## src/hw/e1oh_cfg.svh

```systemverilog
//==========================================================
// E1 overhead extraction and event reporting constants
//==========================================================
// Purpose: Register map, field positions, reset values, codes
// Assumes: Included by the overhead extraction block only
// Notes: All offsets are byte addresses of aligned words
`ifndef E1OH_CFG_SVH
`define E1OH_CFG_SVH

// Register byte offsets
`define E1OH_OFF_STATUS 8'h00
`define E1OH_OFF_STAT_FLAG 8'h04
`define E1OH_OFF_STAT_EN 8'h08
`define E1OH_OFF_EVT_FLAG 8'h0c
`define E1OH_OFF_EVT_EN 8'h10
`define E1OH_OFF_CTRL 8'h14
`define E1OH_OFF_OVERHEAD 8'h18
`define E1OH_OFF_SPARE 8'h1c
`define E1OH_OFF_CODEWORD 8'h20
`define E1OH_OFF_CODE_IND 8'h24

// Control register bits
`define E1OH_CTRL_DEBOUNCE 0
`define E1OH_CTRL_SYNC_CMP 1

// Event flag positions
`define E1OH_EVT_CW_LSB 11
`define E1OH_EVT_SPECIAL 16

// Received byte bit positions, bit 1 on the line is bit 7
`define E1OH_TS0_SI 7
`define E1OH_TS0_A 5
`define E1OH_TS0_SA6 2
`define E1OH_TS0_SA7 1
`define E1OH_TS16_Y 2

// Reset values
`define E1OH_RST_STAT_EN 8'h00
`define E1OH_RST_EVT_EN 17'h00000
`define E1OH_RST_CTRL 2'h0
`define E1OH_RST_OVERHEAD 8'hff
`define E1OH_RST_SPARE 4'hf
`define E1OH_RST_CW 4'hf

// Sa6 special codes
`define E1OH_CODE_8 12'h888
`define E1OH_CODE_A 12'haaa
`define E1OH_CODE_C 12'hccc
`define E1OH_CODE_E 12'heee
`define E1OH_CODE_F 12'hfff

// Terminal error codewords on Sa6
`define E1OH_NT_FEBE 4'h1
`define E1OH_NT_CRC 4'h2
`define E1OH_NT_BOTH 4'h3

// Window fill counts
`define E1OH_SA6_FULL 4'hb
`define E1OH_CW_FULL 2'h2
`define E1OH_SA7_FULL 2'h2

`endif

```

## src/hw/e1oh_pkg.sv

```systemverilog
//==========================================================
// E1 overhead extraction types
//==========================================================
// Purpose: Shared types of the overhead extraction block
// Assumes: Constants live in e1oh_cfg.svh
// Notes: Types only
package e1oh_pkg;
  // One four-bit national codeword
  typedef logic [3:0] e1oh_cw_type;
  // Eight status sources
  typedef logic [7:0] e1oh_stat_type;
  // Event-only flags, start flags, codeword and code flags
  typedef logic [16:0] e1oh_evt_type;
  // One flag per special Sa6 code
  typedef logic [4:0] e1oh_code_type;
endpackage : e1oh_pkg
```

## src/hw/e1oh_overhead_irq.sv

```systemverilog
//==========================================================
// E1 receive overhead extraction with event reporting
//==========================================================
// Purpose: Capture TS0/TS16 overhead, detect Sa6/Sa7 patterns,
//          gather framer status and events into flags and irq
// Assumes: Framer pulses are one hclk wide, qualified by clk_en
// Notes: A TS0 byte and a submultiframe start never coincide
//
// Chosen here: the AHB-Lite slave port and the register addresses.
`timescale 1ns/1ps
`include "e1oh_cfg.svh"
module e1oh_overhead_irq
  import e1oh_pkg::*;
(
  input wire logic hclk,
  input wire logic hresetn,
  input wire logic clk_en,
  input wire logic hsel,
  input wire logic [31:0] haddr,
  input wire logic [1:0] htrans,
  input wire logic hwrite,
  input wire logic [2:0] hsize,
  input wire logic [31:0] hwdata,
  input wire logic hready,
  output logic hreadyout,
  output logic hresp,
  output logic [31:0] hrdata,
  input wire logic ts0_valid,
  input wire logic ts0_is_nfas,
  input wire logic [7:0] ts0_byte,
  input wire logic ts16_valid,
  input wire logic [7:0] ts16_byte,
  input wire logic crc_mf_start,
  input wire logic crc_submf_start,
  input wire logic sig_mf_start,
  input wire logic interworking_status,
  input wire logic basic_frame_loss_status,
  input wire logic crc_multiframe_loss_status,
  input wire logic signaling_multiframe_loss_status,
  input wire logic offline_search_status,
  input wire logic alarm_and_block_error_status,
  input wire logic persistent_block_error_status,
  input wire logic alignment_moved,
  input wire logic frame_word_error,
  input wire logic crc_mf_pattern_error,
  input wire logic sig_mf_pattern_error,
  input wire logic checksum_error,
  input wire logic far_block_error,
  output logic irq
);

  //==========================================================
  // Decoding helpers
  //==========================================================
  // One bit per special code that the window equals
  function automatic e1oh_code_type code_match(input logic [11:0] w);
    code_match = {w == `E1OH_CODE_F, w == `E1OH_CODE_E,
                  w == `E1OH_CODE_C, w == `E1OH_CODE_A,
                  w == `E1OH_CODE_8};
  endfunction : code_match

  //==========================================================
  // Sync qualifiers
  //==========================================================
  logic frame_ok; // Basic frame aligned
  logic crc_ok; // CRC multiframe aligned, frame loss included
  logic sig_ok; // Signaling multiframe aligned
  logic nfas_take; // Usable NFAS byte this cycle
  logic submf_take; // Usable submultiframe boundary

  assign frame_ok = ~basic_frame_loss_status;
  assign crc_ok = frame_ok & ~crc_multiframe_loss_status;
  assign sig_ok = frame_ok & ~signaling_multiframe_loss_status;
  assign nfas_take = ts0_valid & ts0_is_nfas & frame_ok;
  assign submf_take = crc_submf_start & crc_ok;

  //==========================================================
  // AHB-Lite slave
  //==========================================================
  logic addr_take; // Valid address phase accepted
  logic wr_pend; // Write data phase pending
  logic [7:0] wr_addr; // Latched write offset
  logic [31:0] rd_word; // Read mux output
  logic e_ctrl; // Write strobes per register
  logic e_stat_en;
  logic e_evt_en;
  logic e_stat_clr;
  logic e_evt_clr;
  logic e_code_clr;

  assign addr_take = hsel & htrans[1] & hready;
  assign e_ctrl = wr_pend & (wr_addr == `E1OH_OFF_CTRL);
  assign e_stat_en = wr_pend & (wr_addr == `E1OH_OFF_STAT_EN);
  assign e_evt_en = wr_pend & (wr_addr == `E1OH_OFF_EVT_EN);
  assign e_stat_clr = wr_pend & (wr_addr == `E1OH_OFF_STAT_FLAG);
  assign e_evt_clr = wr_pend & (wr_addr == `E1OH_OFF_EVT_FLAG);
  assign e_code_clr = wr_pend & (wr_addr == `E1OH_OFF_CODE_IND);

  // Address phase capture; zero wait states, always OKAY
  always_ff @(posedge hclk or negedge hresetn)
  begin
    if (!hresetn)
    begin
      wr_pend <= 1'b0;
      wr_addr <= 8'h00;
      hreadyout <= 1'b1;
      hresp <= 1'b0;
    end
    else if (clk_en)
    begin
      wr_pend <= addr_take & hwrite;
      wr_addr <= haddr[7:0];
      hreadyout <= 1'b1;
      hresp <= 1'b0;
    end
  end

  // Read data is sampled in the address phase so it is a flop
  always_ff @(posedge hclk or negedge hresetn)
  begin
    if (!hresetn)
      hrdata <= 32'h00000000;
    else if (clk_en && addr_take && !hwrite)
      hrdata <= rd_word;
  end

  //==========================================================
  // Control and enable registers
  //==========================================================
  logic [1:0] ctrl; // Debounce and sync compare controls
  e1oh_stat_type stat_en; // Status flag enables
  e1oh_evt_type evt_en; // Event flag enables

  // Software writable settings
  always_ff @(posedge hclk or negedge hresetn)
  begin
    if (!hresetn)
    begin
      ctrl <= `E1OH_RST_CTRL;
      stat_en <= `E1OH_RST_STAT_EN;
      evt_en <= `E1OH_RST_EVT_EN;
    end
    else if (clk_en)
    begin
      if (e_ctrl)
        ctrl <= hwdata[1:0];
      if (e_stat_en)
        stat_en <= hwdata[7:0];
      if (e_evt_en)
        evt_en <= hwdata[16:0];
    end
  end

  //==========================================================
  // TS0 overhead capture
  //==========================================================
  logic [7:0] overhead; // {Sa4..Sa8, A, Si nfas, Si fas}

  // Out of frame the byte is not trusted, so all fields hold
  always_ff @(posedge hclk or negedge hresetn)
  begin
    if (!hresetn)
      overhead <= `E1OH_RST_OVERHEAD;
    else if (clk_en && ts0_valid && frame_ok)
    begin
      if (ts0_is_nfas)
      begin
        overhead[1] <= ts0_byte[`E1OH_TS0_SI];
        overhead[2] <= ts0_byte[`E1OH_TS0_A];
        overhead[7:3] <= ts0_byte[4:0];
      end
      else
        overhead[0] <= ts0_byte[`E1OH_TS0_SI];
    end
  end

  //==========================================================
  // TS16 spare bits
  //==========================================================
  logic [3:0] spare_hold; // Frame 0 bits waiting for next start
  logic spare_full; // A frame 0 byte has been seen
  logic [3:0] spare; // {Y, X0, X1, X2}

  // Bits are captured in frame 0 but published one start later
  always_ff @(posedge hclk or negedge hresetn)
  begin
    if (!hresetn)
    begin
      spare_hold <= `E1OH_RST_SPARE;
      spare_full <= 1'b0;
      spare <= `E1OH_RST_SPARE;
    end
    else if (clk_en)
    begin
      if (!sig_ok)
        spare_full <= 1'b0;
      else if (ts16_valid)
      begin
        spare_hold <= {ts16_byte[`E1OH_TS16_Y], ts16_byte[3], ts16_byte[1:0]};
        spare_full <= 1'b1;
      end
      else if (sig_mf_start && spare_full)
        spare <= spare_hold;
    end
  end

  //==========================================================
  // National codewords
  //==========================================================
  logic submf_seen; // Assembly spans a whole submultiframe
  e1oh_cw_type cw_now [5]; // Codeword just completed
  e1oh_cw_type cw_store [5]; // Published codewords
  logic [4:0] cw_chg; // Change pulse per position

  // First boundary after sync only starts the assembly
  always_ff @(posedge hclk or negedge hresetn)
  begin
    if (!hresetn)
      submf_seen <= 1'b0;
    else if (clk_en)
    begin
      if (!crc_ok)
        submf_seen <= 1'b0;
      else if (crc_submf_start)
        submf_seen <= 1'b1;
    end
  end

  genvar gi;
  generate
    for (gi = 0; gi < 5; gi = gi + 1)
    begin : g_cw
      e1oh_cw_type assy; // Shifting codeword, first bit MSB
      e1oh_cw_type last; // Previous raw codeword
      logic chg; // Stored value changed
      assign cw_now[gi] = assy;
      assign cw_chg[gi] = chg;

      // Shift one Sa bit per NFAS frame
      always_ff @(posedge hclk or negedge hresetn)
      begin
        if (!hresetn)
          assy <= `E1OH_RST_CW;
        else if (clk_en && nfas_take)
          assy <= {assy[2:0], ts0_byte[4 - gi]};
      end

      // Publish at boundary; debounce trades one submf of latency
      always_ff @(posedge hclk or negedge hresetn)
      begin
        if (!hresetn)
        begin
          last <= `E1OH_RST_CW;
          cw_store[gi] <= `E1OH_RST_CW;
          chg <= 1'b0;
        end
        else if (clk_en)
        begin
          chg <= 1'b0;
          if (submf_take && submf_seen)
          begin
            last <= assy;
            if ((!ctrl[`E1OH_CTRL_DEBOUNCE] || assy == last)
                && assy != cw_store[gi])
            begin
              cw_store[gi] <= assy;
              chg <= 1'b1;
            end
          end
        end
      end
    end
  endgenerate

  //==========================================================
  // Sa6 special code detection
  //==========================================================
  logic cw_mode; // Compare whole codewords instead of bits
  logic [11:0] sa6_bits; // Sliding bit window
  logic [3:0] sa6_fill; // Bits in window minus one, saturating
  logic [11:0] sa6_cws; // Last three codewords
  logic [1:0] cw_fill; // Codewords in window minus one
  e1oh_code_type code_hit; // Match this cycle
  logic [11:0] next_sa6_bits;
  logic [11:0] next_sa6_cws;

  assign cw_mode = crc_ok & ctrl[`E1OH_CTRL_SYNC_CMP];
  assign next_sa6_bits = {sa6_bits[10:0], ts0_byte[`E1OH_TS0_SA6]};
  assign next_sa6_cws = {sa6_cws[7:0], cw_now[2]};

  // Only full windows are compared, so a partial fill never hits
  always_comb
  begin
    code_hit = 5'h00;
    if (!cw_mode && nfas_take && sa6_fill == `E1OH_SA6_FULL)
      code_hit = code_match(next_sa6_bits);
    else if (cw_mode && submf_take && submf_seen && cw_fill == `E1OH_CW_FULL)
      code_hit = code_match(next_sa6_cws);
  end

  // Windows restart whenever their alignment is lost
  always_ff @(posedge hclk or negedge hresetn)
  begin
    if (!hresetn)
    begin
      sa6_bits <= 12'h000;
      sa6_fill <= 4'h0;
      sa6_cws <= 12'h000;
      cw_fill <= 2'h0;
    end
    else if (clk_en)
    begin
      if (!frame_ok || cw_mode)
        sa6_fill <= 4'h0;
      else if (nfas_take)
      begin
        sa6_bits <= next_sa6_bits;
        if (sa6_fill != `E1OH_SA6_FULL)
          sa6_fill <= sa6_fill + 4'h1;
      end
      if (!cw_mode)
        cw_fill <= 2'h0;
      else if (submf_take && submf_seen)
      begin
        sa6_cws <= next_sa6_cws;
        if (cw_fill != `E1OH_CW_FULL)
          cw_fill <= cw_fill + 2'h1;
      end
    end
  end

  //==========================================================
  // Terminal errors from Sa6 codeword
  //==========================================================
  logic nt_febe; // Terminal far end block error event
  logic nt_crc; // Terminal checksum error event

  always_comb
  begin
    nt_febe = 1'b0;
    nt_crc = 1'b0;
    if (submf_take && submf_seen)
    begin
      nt_febe = cw_now[2] == `E1OH_NT_FEBE || cw_now[2] == `E1OH_NT_BOTH;
      nt_crc = cw_now[2] == `E1OH_NT_CRC || cw_now[2] == `E1OH_NT_BOTH;
    end
  end

  //==========================================================
  // Link ID detection on Sa7
  //==========================================================
  logic [2:0] sa7_bits; // Sliding three bit window
  logic [1:0] sa7_fill; // Bits in window minus one
  logic link_id_status; // Two of three zero
  logic [2:0] next_sa7_bits;

  assign next_sa7_bits = {sa7_bits[1:0], ts0_byte[`E1OH_TS0_SA7]};

  // Out of frame the status holds and the window refills later
  always_ff @(posedge hclk or negedge hresetn)
  begin
    if (!hresetn)
    begin
      sa7_bits <= 3'h7;
      sa7_fill <= 2'h0;
      link_id_status <= 1'b0;
    end
    else if (clk_en)
    begin
      if (!frame_ok)
        sa7_fill <= 2'h0;
      else if (nfas_take)
      begin
        sa7_bits <= next_sa7_bits;
        if (sa7_fill != `E1OH_SA7_FULL)
          sa7_fill <= sa7_fill + 2'h1;
        else
          link_id_status <= (~next_sa7_bits[0] & ~next_sa7_bits[1]) |
                            (~next_sa7_bits[0] & ~next_sa7_bits[2]) |
                            (~next_sa7_bits[1] & ~next_sa7_bits[2]);
      end
    end
  end

  //==========================================================
  // Status sources and their change flags
  //==========================================================
  e1oh_stat_type stat_now; // Live status vector
  e1oh_stat_type stat_prev; // Status one cycle ago
  e1oh_stat_type stat_flag; // Sticky change flags

  assign stat_now = {link_id_status, persistent_block_error_status,
                     alarm_and_block_error_status, offline_search_status,
                     ~sig_ok, ~crc_ok, basic_frame_loss_status,
                     interworking_status};

  // Set beats a same-cycle write clear so no edge is lost
  always_ff @(posedge hclk or negedge hresetn)
  begin
    if (!hresetn)
    begin
      stat_prev <= 8'h00;
      stat_flag <= 8'h00;
    end
    else if (clk_en)
    begin
      stat_prev <= stat_now;
      stat_flag <= (stat_flag & ~(e_stat_clr ? hwdata[7:0] : 8'h00)) |
                   (stat_now ^ stat_prev);
    end
  end

  //==========================================================
  // Event-only flags and Sa6 code indication
  //==========================================================
  e1oh_evt_type evt_set; // Events this cycle
  e1oh_evt_type evt_flag; // Sticky event flags
  e1oh_code_type code_ind; // Sticky per code match

  assign evt_set = {|code_hit, cw_chg, sig_mf_start, crc_submf_start,
                    crc_mf_start, nt_crc, nt_febe, far_block_error,
                    checksum_error, sig_mf_pattern_error,
                    crc_mf_pattern_error, frame_word_error,
                    alignment_moved};

  // Write one to clear; new events win over the clear
  always_ff @(posedge hclk or negedge hresetn)
  begin
    if (!hresetn)
    begin
      evt_flag <= 17'h00000;
      code_ind <= 5'h00;
    end
    else if (clk_en)
    begin
      evt_flag <= (evt_flag & ~(e_evt_clr ? hwdata[16:0] : 17'h00000)) |
                  evt_set;
      code_ind <= (code_ind & ~(e_code_clr ? hwdata[4:0] : 5'h00)) |
                  code_hit;
    end
  end

  //==========================================================
  // Interrupt output
  //==========================================================
  // Registered so the pin is glitch free
  always_ff @(posedge hclk or negedge hresetn)
  begin
    if (!hresetn)
      irq <= 1'b0;
    else if (clk_en)
      irq <= |(stat_flag & stat_en) | |(evt_flag & evt_en);
  end

  //==========================================================
  // Read mux
  //==========================================================
  // Unmapped offsets read as zero
  always_comb
  begin
    rd_word = 32'h00000000;
    unique case (haddr[7:0])
      `E1OH_OFF_STATUS: rd_word[7:0] = stat_now;
      `E1OH_OFF_STAT_FLAG: rd_word[7:0] = stat_flag;
      `E1OH_OFF_STAT_EN: rd_word[7:0] = stat_en;
      `E1OH_OFF_EVT_FLAG: rd_word[16:0] = evt_flag;
      `E1OH_OFF_EVT_EN: rd_word[16:0] = evt_en;
      `E1OH_OFF_CTRL: rd_word[1:0] = ctrl;
      `E1OH_OFF_OVERHEAD: rd_word[7:0] = overhead;
      `E1OH_OFF_SPARE: rd_word[3:0] = spare;
      `E1OH_OFF_CODEWORD: rd_word[19:0] = {cw_store[4], cw_store[3], cw_store[2],
                                           cw_store[1], cw_store[0]};
      `E1OH_OFF_CODE_IND: rd_word[4:0] = code_ind;
      default: rd_word = 32'h00000000;
    endcase
  end

endmodule : e1oh_overhead_irq

```

## config.mk

```make
export PLATFORM = sky130hd
export DESIGN_NAME = e1oh_overhead_irq
export DESIGN_NICKNAME = d
export VERILOG_FILES = /design/src/hw/e1oh_pkg.sv /design/src/hw/e1oh_overhead_irq.sv
export VERILOG_INCLUDE_DIRS = /design/src /design/src/hw
export SDC_FILE = /design/constraint.sdc
export NUM_CORES = 1
export LEC_CHECK = 0
export ABC_AREA = 1
export BUFFER_PORTS_ARGS = -buffer_cell sky130_fd_sc_hd__clkbuf_2
export CAP_MARGIN = 30
export CORE_ASPECT_RATIO = 1.4
export CORE_MARGIN = 2
export CORE_UTILIZATION = 45
export CTS_CLUSTER_SIZE = 25
export DETAILED_ROUTE_END_ITERATION = 8
export PLACE_DENSITY = 0.64
export SYNTH_ARGS = -nofsm -noshare
export SYNTH_HDL_FRONTEND = slang
export SYNTH_SLANG_ARGS = --single-unit
export TNS_END_PERCENT = 20
```

## constraint.sdc

```tcl
create_clock -name hclk -period 2 [get_ports hclk]
set_input_delay 0.4 -clock hclk [delete_from_list [all_inputs] [get_ports hclk]]
set_output_delay 0.4 -clock hclk [all_outputs]
set_load 0.02 [all_outputs]
```

# --- After elaboration in Yosys (flattened, before gate mapping) ---
# Cells that the tools add are included.
# W data, S select, Z words.
totals:
  register_bits: 208
  input_bits: 110
  word_cells: 233
  out_inout_bits: 35
op_classes:
  eq_ne: 47
  n_mux: 36
  addsub: 3
  bitwise: 45
  reduce_logical: 58
op_table:
  columns: ["op", "n"]
  rows:
  - ["$eq A12 B12 Y1 const B", 10]
  - ["$eq A8 B5 Y1 const B", 6]
  - ["$reduce_and A3 Y1", 12]
  - ["$and A17 B17 Y17", 2]
  - ["$eq A8 B4 Y1 const B", 4]
  - ["$pmux W9 S3", 1]
  - ["$eq A8 B6 Y1 const B", 3]
  - ["$pmux W3 S7", 1]
  - ["$eq A4 B4 Y1", 5]
  - ["$ne A4 B4 Y1", 5]
  - ["$pmux W2 S10", 1]
  - ["$and A1 B1 Y1", 18]
  - ["$pmux W2 S9", 1]
  - ["$logic_and A1 B1 Y1", 17]
  - ["$mux W17", 1]
  - ["$not A17 Y17", 1]
  - ["$or A17 B17 Y17", 1]
  - ["$reduce_or A17 Y1", 1]
  - ["$and A8 B8 Y8", 2]
  - ["$eq A8 B3 Y1 const B", 2]
  - ["$mux W1", 16]
  - ["$reduce_and A2 Y1", 8]
  - ["$mux W5", 3]
  - ["$mux W2", 6]
  - ["28 further kinds", 62]

# --- Longest topological paths before layout ---
# Gate-level depths: netlist of the first run.
depth:
  ltp_word: 10
  ltp_mapped: 13
  mapped_depth_nobuf: 12

# --- Least setup slack after synthesis of the first run ---
# No wires, ideal clock.
synth_path:
  path_type: "reg-to-reg"
  start: "reg sa6_fill[0]"
  end: "reg sa6_fill[2]"
  synth_period_minus_slack_ns: 1.503
  setup_slack_ns: 0.497
  required_time_ns: 1.879
  setup_ns: 0.121
  n_path_buf: 0
  arrival_time_ns: 1.382
  path_stages_with_launch: 9
  path_cell_list: "dfrtp_1 > ha_1 > nand2_1 > nor2_1 > or2_2 > a21oi_2 > inv_2 > a21oi_1 > a21oi_1"
synth_via:
  elab_chain_len: 4
  elab_cells_between_ends: 7
  classes_between: "add/sub (1); eq/ne (1); mux (3); reduce/logical (2)"
synth_rtl:
  columns: ["item", "line", "text"]
  rows:
  - ["start, declared", "e1oh_overhead_irq.sv:280", "logic [3:0] sa6_fill;"]
  - ["start signal, assigned", "e1oh_overhead_irq.sv:319", "sa6_fill <= sa6_fill + 4'h1;"]
  - ["$add A4 B1 Y4", "e1oh_overhead_irq.sv:319", null]
  - ["$mux W4", "e1oh_overhead_irq.sv:318", "if (sa6_fill != `E1OH_SA6_FULL)"]
  - ["$mux W4", "e1oh_overhead_irq.sv:315", "else if (nfas_take)"]
  - ["$mux W4", "e1oh_overhead_irq.sv:313", "if (!frame_ok || cw_mode)"]
# Several ways; a longest one is shown, not always the timed one. The select of a mux whose other input is x is not followed.
# A chain may end at the register's enable or synchronous reset.

# --- Worst setup path after layout of the first run ---
layout_path:
  start: "reg sa6_fill[0]"
  end: "reg evt_flag[16]"
layout_via:
  elab_chain_len: 5
layout_rtl:
  columns: ["item", "line", "text"]
  rows:
  - ["$eq A4 B4 Y1 (no line)", null, null]
  - ["$logic_and A1 B1 Y1 (no line)", null, null]
  - ["$mux W5", "e1oh_overhead_irq.sv:295", "if (!cw_mode && nfas_take && sa6_fill == `E1OH_SA6_FULL)"]
  - ["$reduce_or A5 Y1", "e1oh_overhead_irq.sv:420", "assign evt_set = {|code_hit, cw_chg, sig_mf_start, crc_submf_start,"]
  - ["$or A17 B17 Y17", "e1oh_overhead_irq.sv:436", "evt_flag <= (evt_flag & ~(e_evt_clr ? hwdata[16:0] : 17'h00000)) |"]
  - ["end signal, assigned", "e1oh_overhead_irq.sv:436", null]
  - ["end, declared", "e1oh_overhead_irq.sv:417", "e1oh_evt_type evt_flag;"]
# Every way passes these cells.

==> results of run 1 <==
cell usage in the layout (no fill, tap or decap), types with 14 or more instances in the layout:
cell | netlist | routed
a21oi_1 | 28 | 28
buf_4 | 23 | 30
clkbuf_16 | 0 | 22
clkbuf_2 | 0 | 81
conb_1 | 2 | 14
dfrtp_1 | 130 | 130
dfstp_2 | 78 | 78
inv_1 | 137 | 137
nand2_1 | 394 | 394
nand3_1 | 55 | 55
nor2_1 | 75 | 74
o21ai_0 | 163 | 163
o21ai_1 | 42 | 42
xnor2_1 | 35 | 35
power breakdown:
group	switching, W	internal [W]
clock	0.00168	0.00254
sequential	0.000531	0.00508
combinational	0.000844	0.000663
critical path: stages, from the launching register on:
cell,delay [ns]
dfrtp_1,0.38
ha_1,0.21
nand2_1,0.06
nor2_1,0.16
nand3_2,0.18
nand2_1,0.14
nor2_1,0.06
nor2_1,0.16
nand3_1,0.11
nand2_1,0.07
nand2_1,0.06
how the worst min path moves through the flow:
stage	cells past startpoint	end	slack, ns	startpoint
after floorplan	0	code_ind[0]	0.10	hresetn
after global placement	1	sa6_fill[0]	0.34	hresetn
after detailed placement	1	sa6_fill[0]	0.34	hresetn
after CTS	3	overhead[2]	0.08	ts0_byte[5]
after global routing	3	evt_flag[3]	0.09	sig_mf_pattern_error
final	3	overhead[2]	0.09	ts0_byte[5]
state kept, by name, summed over array words and instances (netlist names), 5 cells and up:
register	cells
cw_store	20
g_cw.assy	20
g_cw.last	20
hrdata	20
evt_en	17
evt_flag	17
sa6_bits	11
overhead	8
sa6_cws	8
stat_en	8
stat_flag	8
stat_prev	8
wr_addr	8
code_ind	5
g_cw.chg	5
stage by stage:
| stage | setup WS (ns) | util (%) |
|---|---|---|
| after detailed placement | 0.156 | 49.4 |
| final | 0.326 | 52.9 |
| after global placement | 0.175 | 49.4 |
| after global routing | 0.0941 | 52.9 |
| after floorplan | 0.497 | - |
| after CTS | 0.284 | 52.9 |
cell families after synthesis:
logic type | count (synthesis)
compound gates | 241
xor+xnor | 41
other cells | 2
simple gates | 565
mux | 4
fa+ha+maj | 3
buf+inv | 193
flops | 208
metal layers:
| layer | up-vias | GRT usage (%) | wire length, um | share of wire (%) |
|---|---|---|---|---|
| met2 | 212 | 38.1 | 12600 | 49 |
| met4 | 0 | 10.5 | 1320 | 5.1 |
| met5 | - | 0 | 0 | 0 |
| li1 | 4169 | - | - | - |
| met3 | 72 | 2.74 | 1110 | 4.3 |
| met1 | 3917 | 27.6 | 10700 | 42 |
timing repair:
action | in CTS | in global routing
hold buffers | 1 | 0
setup endpoints to repair | 0 | 0
hold endpoints to repair | 18 | 0
layout make-up:
cell class,instances,area share [%]
Clock buffer,32,5.57
Sequential cell,208,44.9
Multi-Input combinational cell,868,34.5
Timing Repair Buffer,119,6.55
Tap cell,301,3.19
Inverter,141,4.48
Clock inverter,8,0.857
==> run metrics, run 1 <==
commonest register cell after synthesis dfrtp_1; worst flop-to-flop path endpoint evt_flag[16]; Post-Syn Area 0.0102 sq mm; DP Wirelength 19.5 mm; Hold Slack 0.0889 ns; Pleak 5.62 nW; final WL 25.7 mm; synth warn 0; R2R cell count 10; CTS tree yes; Power Density 959 mW/mm^2; crit path capture type flip-flop; Post-Syn Area per Cell between 8 and 9 sq um; Total GRT Usage 22.3%; Post-Synth XOR/XNOR Area 3.53%; Slew @ Worst Pin a little under 0.8 ns; most frequent cell after synthesis nand2_1; number of diodes 0; Worst-path clk slew 0.07 ns; r2r startpoint sa6_fill[0]; Remaining DRCs 0; post-route setup TNS 0 ns; setup violators final 0; max-slew violations 0; area of the multi-input gates 0.00408 sq mm; Die Ht 182 um; area grow syn2layout 16.3%; f_max 0.597 GHz; FP Rows 65; crit start category flip-flop; critical path class reg -> reg; Layout Cells excl Fill approximately 1,700; die width approximately 130 um; Clock Path Buffers 3; # port buffers 82; Post-synth EDFFs 0; Final GP Congestion 0.928; root buffer cell clkbuf_16; Worst Setup SP sa6_fill[0]; WP data arrival 2.08 ns; most frequent cells after synthesis nand2_1 (394), o21ai_0 (163), inv_1 (137), dfrtp_1 (130), dfstp_2 (78); # H-tree levels 1; Antenna Violating Nets Remaining 0; leading area contributor after synthesis dfrtp_1; RSZ-0062 raised after global routing false; Cell Area, Placed roughly 0.011 sq mm; Synth Area in Simple Gates 23.1%; Overall Power 0.0113 W; Async S/R FF share, synth 100%; CTS Sinks 208; crit share post-route 83.7%; main combinational cell family by area after synthesis simple AND/OR/NAND/NOR gates; drt pass-1 iters 6; IO Count 145; global-route wire length before repair approximately 42 mm; post-synth top area share 32.0%; post-synthesis mux area share less than 1%; reg2reg setup slack 0.33 ns; status complete, no violations; Yosys reg bits between 200 and 250; DR iter-0 viols 532; Peak supply drop 0.000580 V; share of cells above drive strength 1 18.9%; Final Skew 0.0244 ns; Max Cap Viol 0; Tmin final 1.67 ns; Core Box Area 0.0224 sq mm; grt ovf 0; Post-Syn Instances 1,257; ranking of synthesized cells by area dfrtp_1 (32%), dfstp_2 (20%), nand2_1 (15%); Relative slew margins 48.0%; filler cell count 2,088; post-cts sizing count 0; Final #Nets ~1,500; DR vias approximately 8,400; Num CTS Buffers 22; Seq/Total Area, Yosys 52.2%; full die area 0.0238 sq mm; vias in the first global route around 8,300; dpl cells between 1,500 and 2,000; synth unique cells 37; crit path to evt_flag[16]; largest net degree at the start of global routing 62; Synth Area in Adders less than 1%; Register Area 0.00530 sq mm; Initial Utilization 45.5%; # Post-CTS Setup Buffers 0; Hold Crit Class in -> reg; Final Cell Area 0.0118 sq mm; post-DR wirelength/cell approximately 15 um; Synth Area in Compound Gates 12.1%; Fin. Hold Viols 0; WP data required 2.41 ns; CP max FO 8; Skew-Pair Late Insertion Delay between 0.5 and 0.6 ns; antenna violations before repair 0; Vias/cell 4.99
(Power assumes the default switching activity.)
==> run 2: changes to the inputs <==
==> constraint.sdc (replaced) <==
create_clock -name hclk -period 1.6 [get_ports hclk]
set_input_delay 0.32 -clock hclk [delete_from_list [all_inputs] [get_ports hclk]]
set_output_delay 0.32 -clock hclk [all_outputs]
set_load 0.02 [all_outputs]
==> run 2 against run 1 <==
  * Clock skew fell by 0.011 ns
  * Via count up 1.4%
  * Register-to-register slack worse by 0.27 ns
  * Highest routed layer unchanged
  * Combinational power grew 38%
  * Cell count rose by 2.3%
  * Largest power group unchanged
==> run metrics, run 2 (synthesis gave the netlist of run 1 again) <==
Clock Path Buffers 3 (unchanged); full die area 0.0238 sq mm (unchanged); Fin. Hold Viols 0 (unchanged); post-DR wirelength/cell 15.3 um (about the same); Final Skew 0.0137 ns (was 0.0244 ns); CTS Sinks 208 (unchanged); # port buffers 82 (unchanged); Final Util 54.9% (was 52.9%); IO Count 145 (unchanged); max-slew violations 0 (unchanged); drt pass-1 iters 5 (was 6); Final #Nets 1,512 (was 1,473); largest net degree at the start of global routing 40 (was 62); WP data required 2.03 ns (was 2.41 ns); RSZ-0062 raised after global routing true (was false); Power Density 1160 mW/mm^2 (was 959 mW/mm^2); grt ovf 0 (unchanged); Die Ht 182 um (unchanged); share of cells above drive strength 1 21.5% (was 18.9%); crit start category flip-flop (unchanged); Num CTS Buffers 22 (unchanged); status complete, no violations (unchanged); max incr delay on CP 0.36 ns (was 0.38 ns); critical path class reg -> reg (unchanged); Antenna Violating Nets Remaining 0 (unchanged); DP Wirelength 19.9 mm (was 19.5 mm); WP data arrival 1.97 ns (was 2.08 ns); Vias/cell 4.94 (was 4.99); DR iter-0 viols 545 (was 532); area grow syn2layout 20.7% (was 16.3%); Worst-path clk slew 0.06 ns (was 0.07 ns); FP Rows 65 (unchanged); Skew-Pair Late Insertion Delay 0.51 ns (was 0.52 ns); vias in the first global route 8,300 (was 8,296); Hold Crit Class in -> reg (unchanged); f_max 0.649 GHz (was 0.597 GHz); Buffers & Inverters on Critical Path 2 (was 0); CP max-delay cell dfrtp_1 (unchanged); CTS tree yes (unchanged); Post-Place Setup Slack -0.0769 ns (was 0.156 ns); Peak supply drop 0.000751 V (was 0.000580 V); crit share post-route 96.3% (was 83.7%); crit path capture type flip-flop (unchanged); setup violators final 0 (unchanged); Tmin final 1.54 ns (was 1.67 ns); reg2reg setup slack 0.06 ns (was 0.33 ns); die width 131 um (unchanged); final WL 26.3 mm (was 25.7 mm); setup ws final 0.0599 ns (was 0.326 ns); post-route setup TNS 0 ns (unchanged); commonest non-fill, non-tap cells in the layout nand2_1 (392), o21ai_0 (161), inv_1 (136) (was nand2_1 (394), o21ai_0 (163), inv_1 (137)); Crit path max-delay family simple AND/OR/NAND/NOR gates (unchanged); Final GP Congestion 0.932 (was 0.928); commonest non-fill, non-tap cell in the layout nand2_1 (unchanged); Pleak 5.84 nW (was 5.62 nW); antenna violations before repair 0 (unchanged); Overall Power 0.0142 W (was 0.0113 W); number of diodes 0 (unchanged); Total GRT Usage 22.5% (was 22.3%); Initial Utilization 45.5% (unchanged); CP max FO 7 (was 8); Remaining DRCs 0 (unchanged); global-route wire length before repair 42.1 mm (was 41.9 mm); Core Box Area 0.0224 sq mm (unchanged); CP cell instances ha_2 > nand2_2 > nor2_4 > nand3_4 > buf_4 > nor2_1 > nor2_1 > buf_4 > o21ai_0 (was ha_1 > nand2_1 > nor2_1 > nand3_2 > nand2_1 > nor2_1 > nor2_1 > nand3_1 > nand2_1 > nand2_1); # H-tree levels 1 (unchanged); root buffer cell clkbuf_16 (unchanged); Max Cap Viol 0 (unchanged); DR vias 8,483 (was 8,370)
==> run 2: changes by cell type in the layout (fill, tap and decap cells not counted), sizes merged <==
cell and change:
buf +38, bufinv -1, clkbuf +3, clkinv -2, dlygate4sd3 +1
==> run 2: final timing paths <==
| path | cells after the start | to | startpoint |
|---|---|---|---|
| worst min register to register | 2 | g_cw[4].last[0] | g_cw[4].last[0] |
| min in group asynchronous | 2 | sa6_fill[0] | hresetn |
| worst min-delay path | 3 | evt_flag[5] | far_block_error |
| max in group asynchronous | 3 | sa7_bits[1] | hresetn |
| worst max-delay path | 9 | code_ind[1] | sa6_fill[0] |
| worst max register to register | 9 | code_ind[1] | sa6_fill[0] |
==> run 2: layout make-up <==
| class | instances | area [sq um] |
|---|---|---|
| fill | 2117 | 10100 |
| sequential | 208 | 5300 |
| multi-input combinational | 868 | 4120 |
| timing repair buffer | 158 | 1190 |
| clock buffer | 35 | 679 |
| inverter | 141 | 529 |
| tap | 301 | 377 |
| clock inverter | 5 | 61.3 |
==> run 2: worst min-delay path: stages <==
cell	delay, ns
clkbuf_2	0.08
nand2_1	0.04
nand2_1	0.06
==> run 2: through the flow <==
stage	instances	hold WS [ns]	area (sq um)
after floorplan	1269	0.0244	10200
after CTS	1712	0.00255	12200
after detailed placement	1670	0.242	11400
after global routing	1716	0.00791	12300
final	1716	0.0172	12300
after global placement	1670	0.242	11400
==> run 2: repair_timing <==
action	in CTS	in global routing
hold endpoints to repair	23	0
gates resized for setup	0	14
hold buffers	2	0
buffers inserted	0	4
endpoints found under the setup margin	0	30
==> run 2: layer usage <==
| metal | track usage (%) | vias up | share of wire [%] |
|---|---|---|---|
| li1 | - | 4258 | - |
| met1 | 28.7 | 3984 | 43 |
| met2 | 39.2 | 190 | 50 |
| met3 | 2.62 | 51 | 3.9 |
| met4 | 8.00 | 0 | 3.2 |
| met5 | 0 | - | 0 |
==> run 2: where the power goes <==
| part | internal (W) | leakage (nW) | switching (W) |
|---|---|---|---|
| combinational | 0.000938 | 3.04 | 0.00114 |
| sequential | 0.00635 | 2.43 | 0.000651 |
| clock | 0.00307 | 0.367 | 0.00210 |
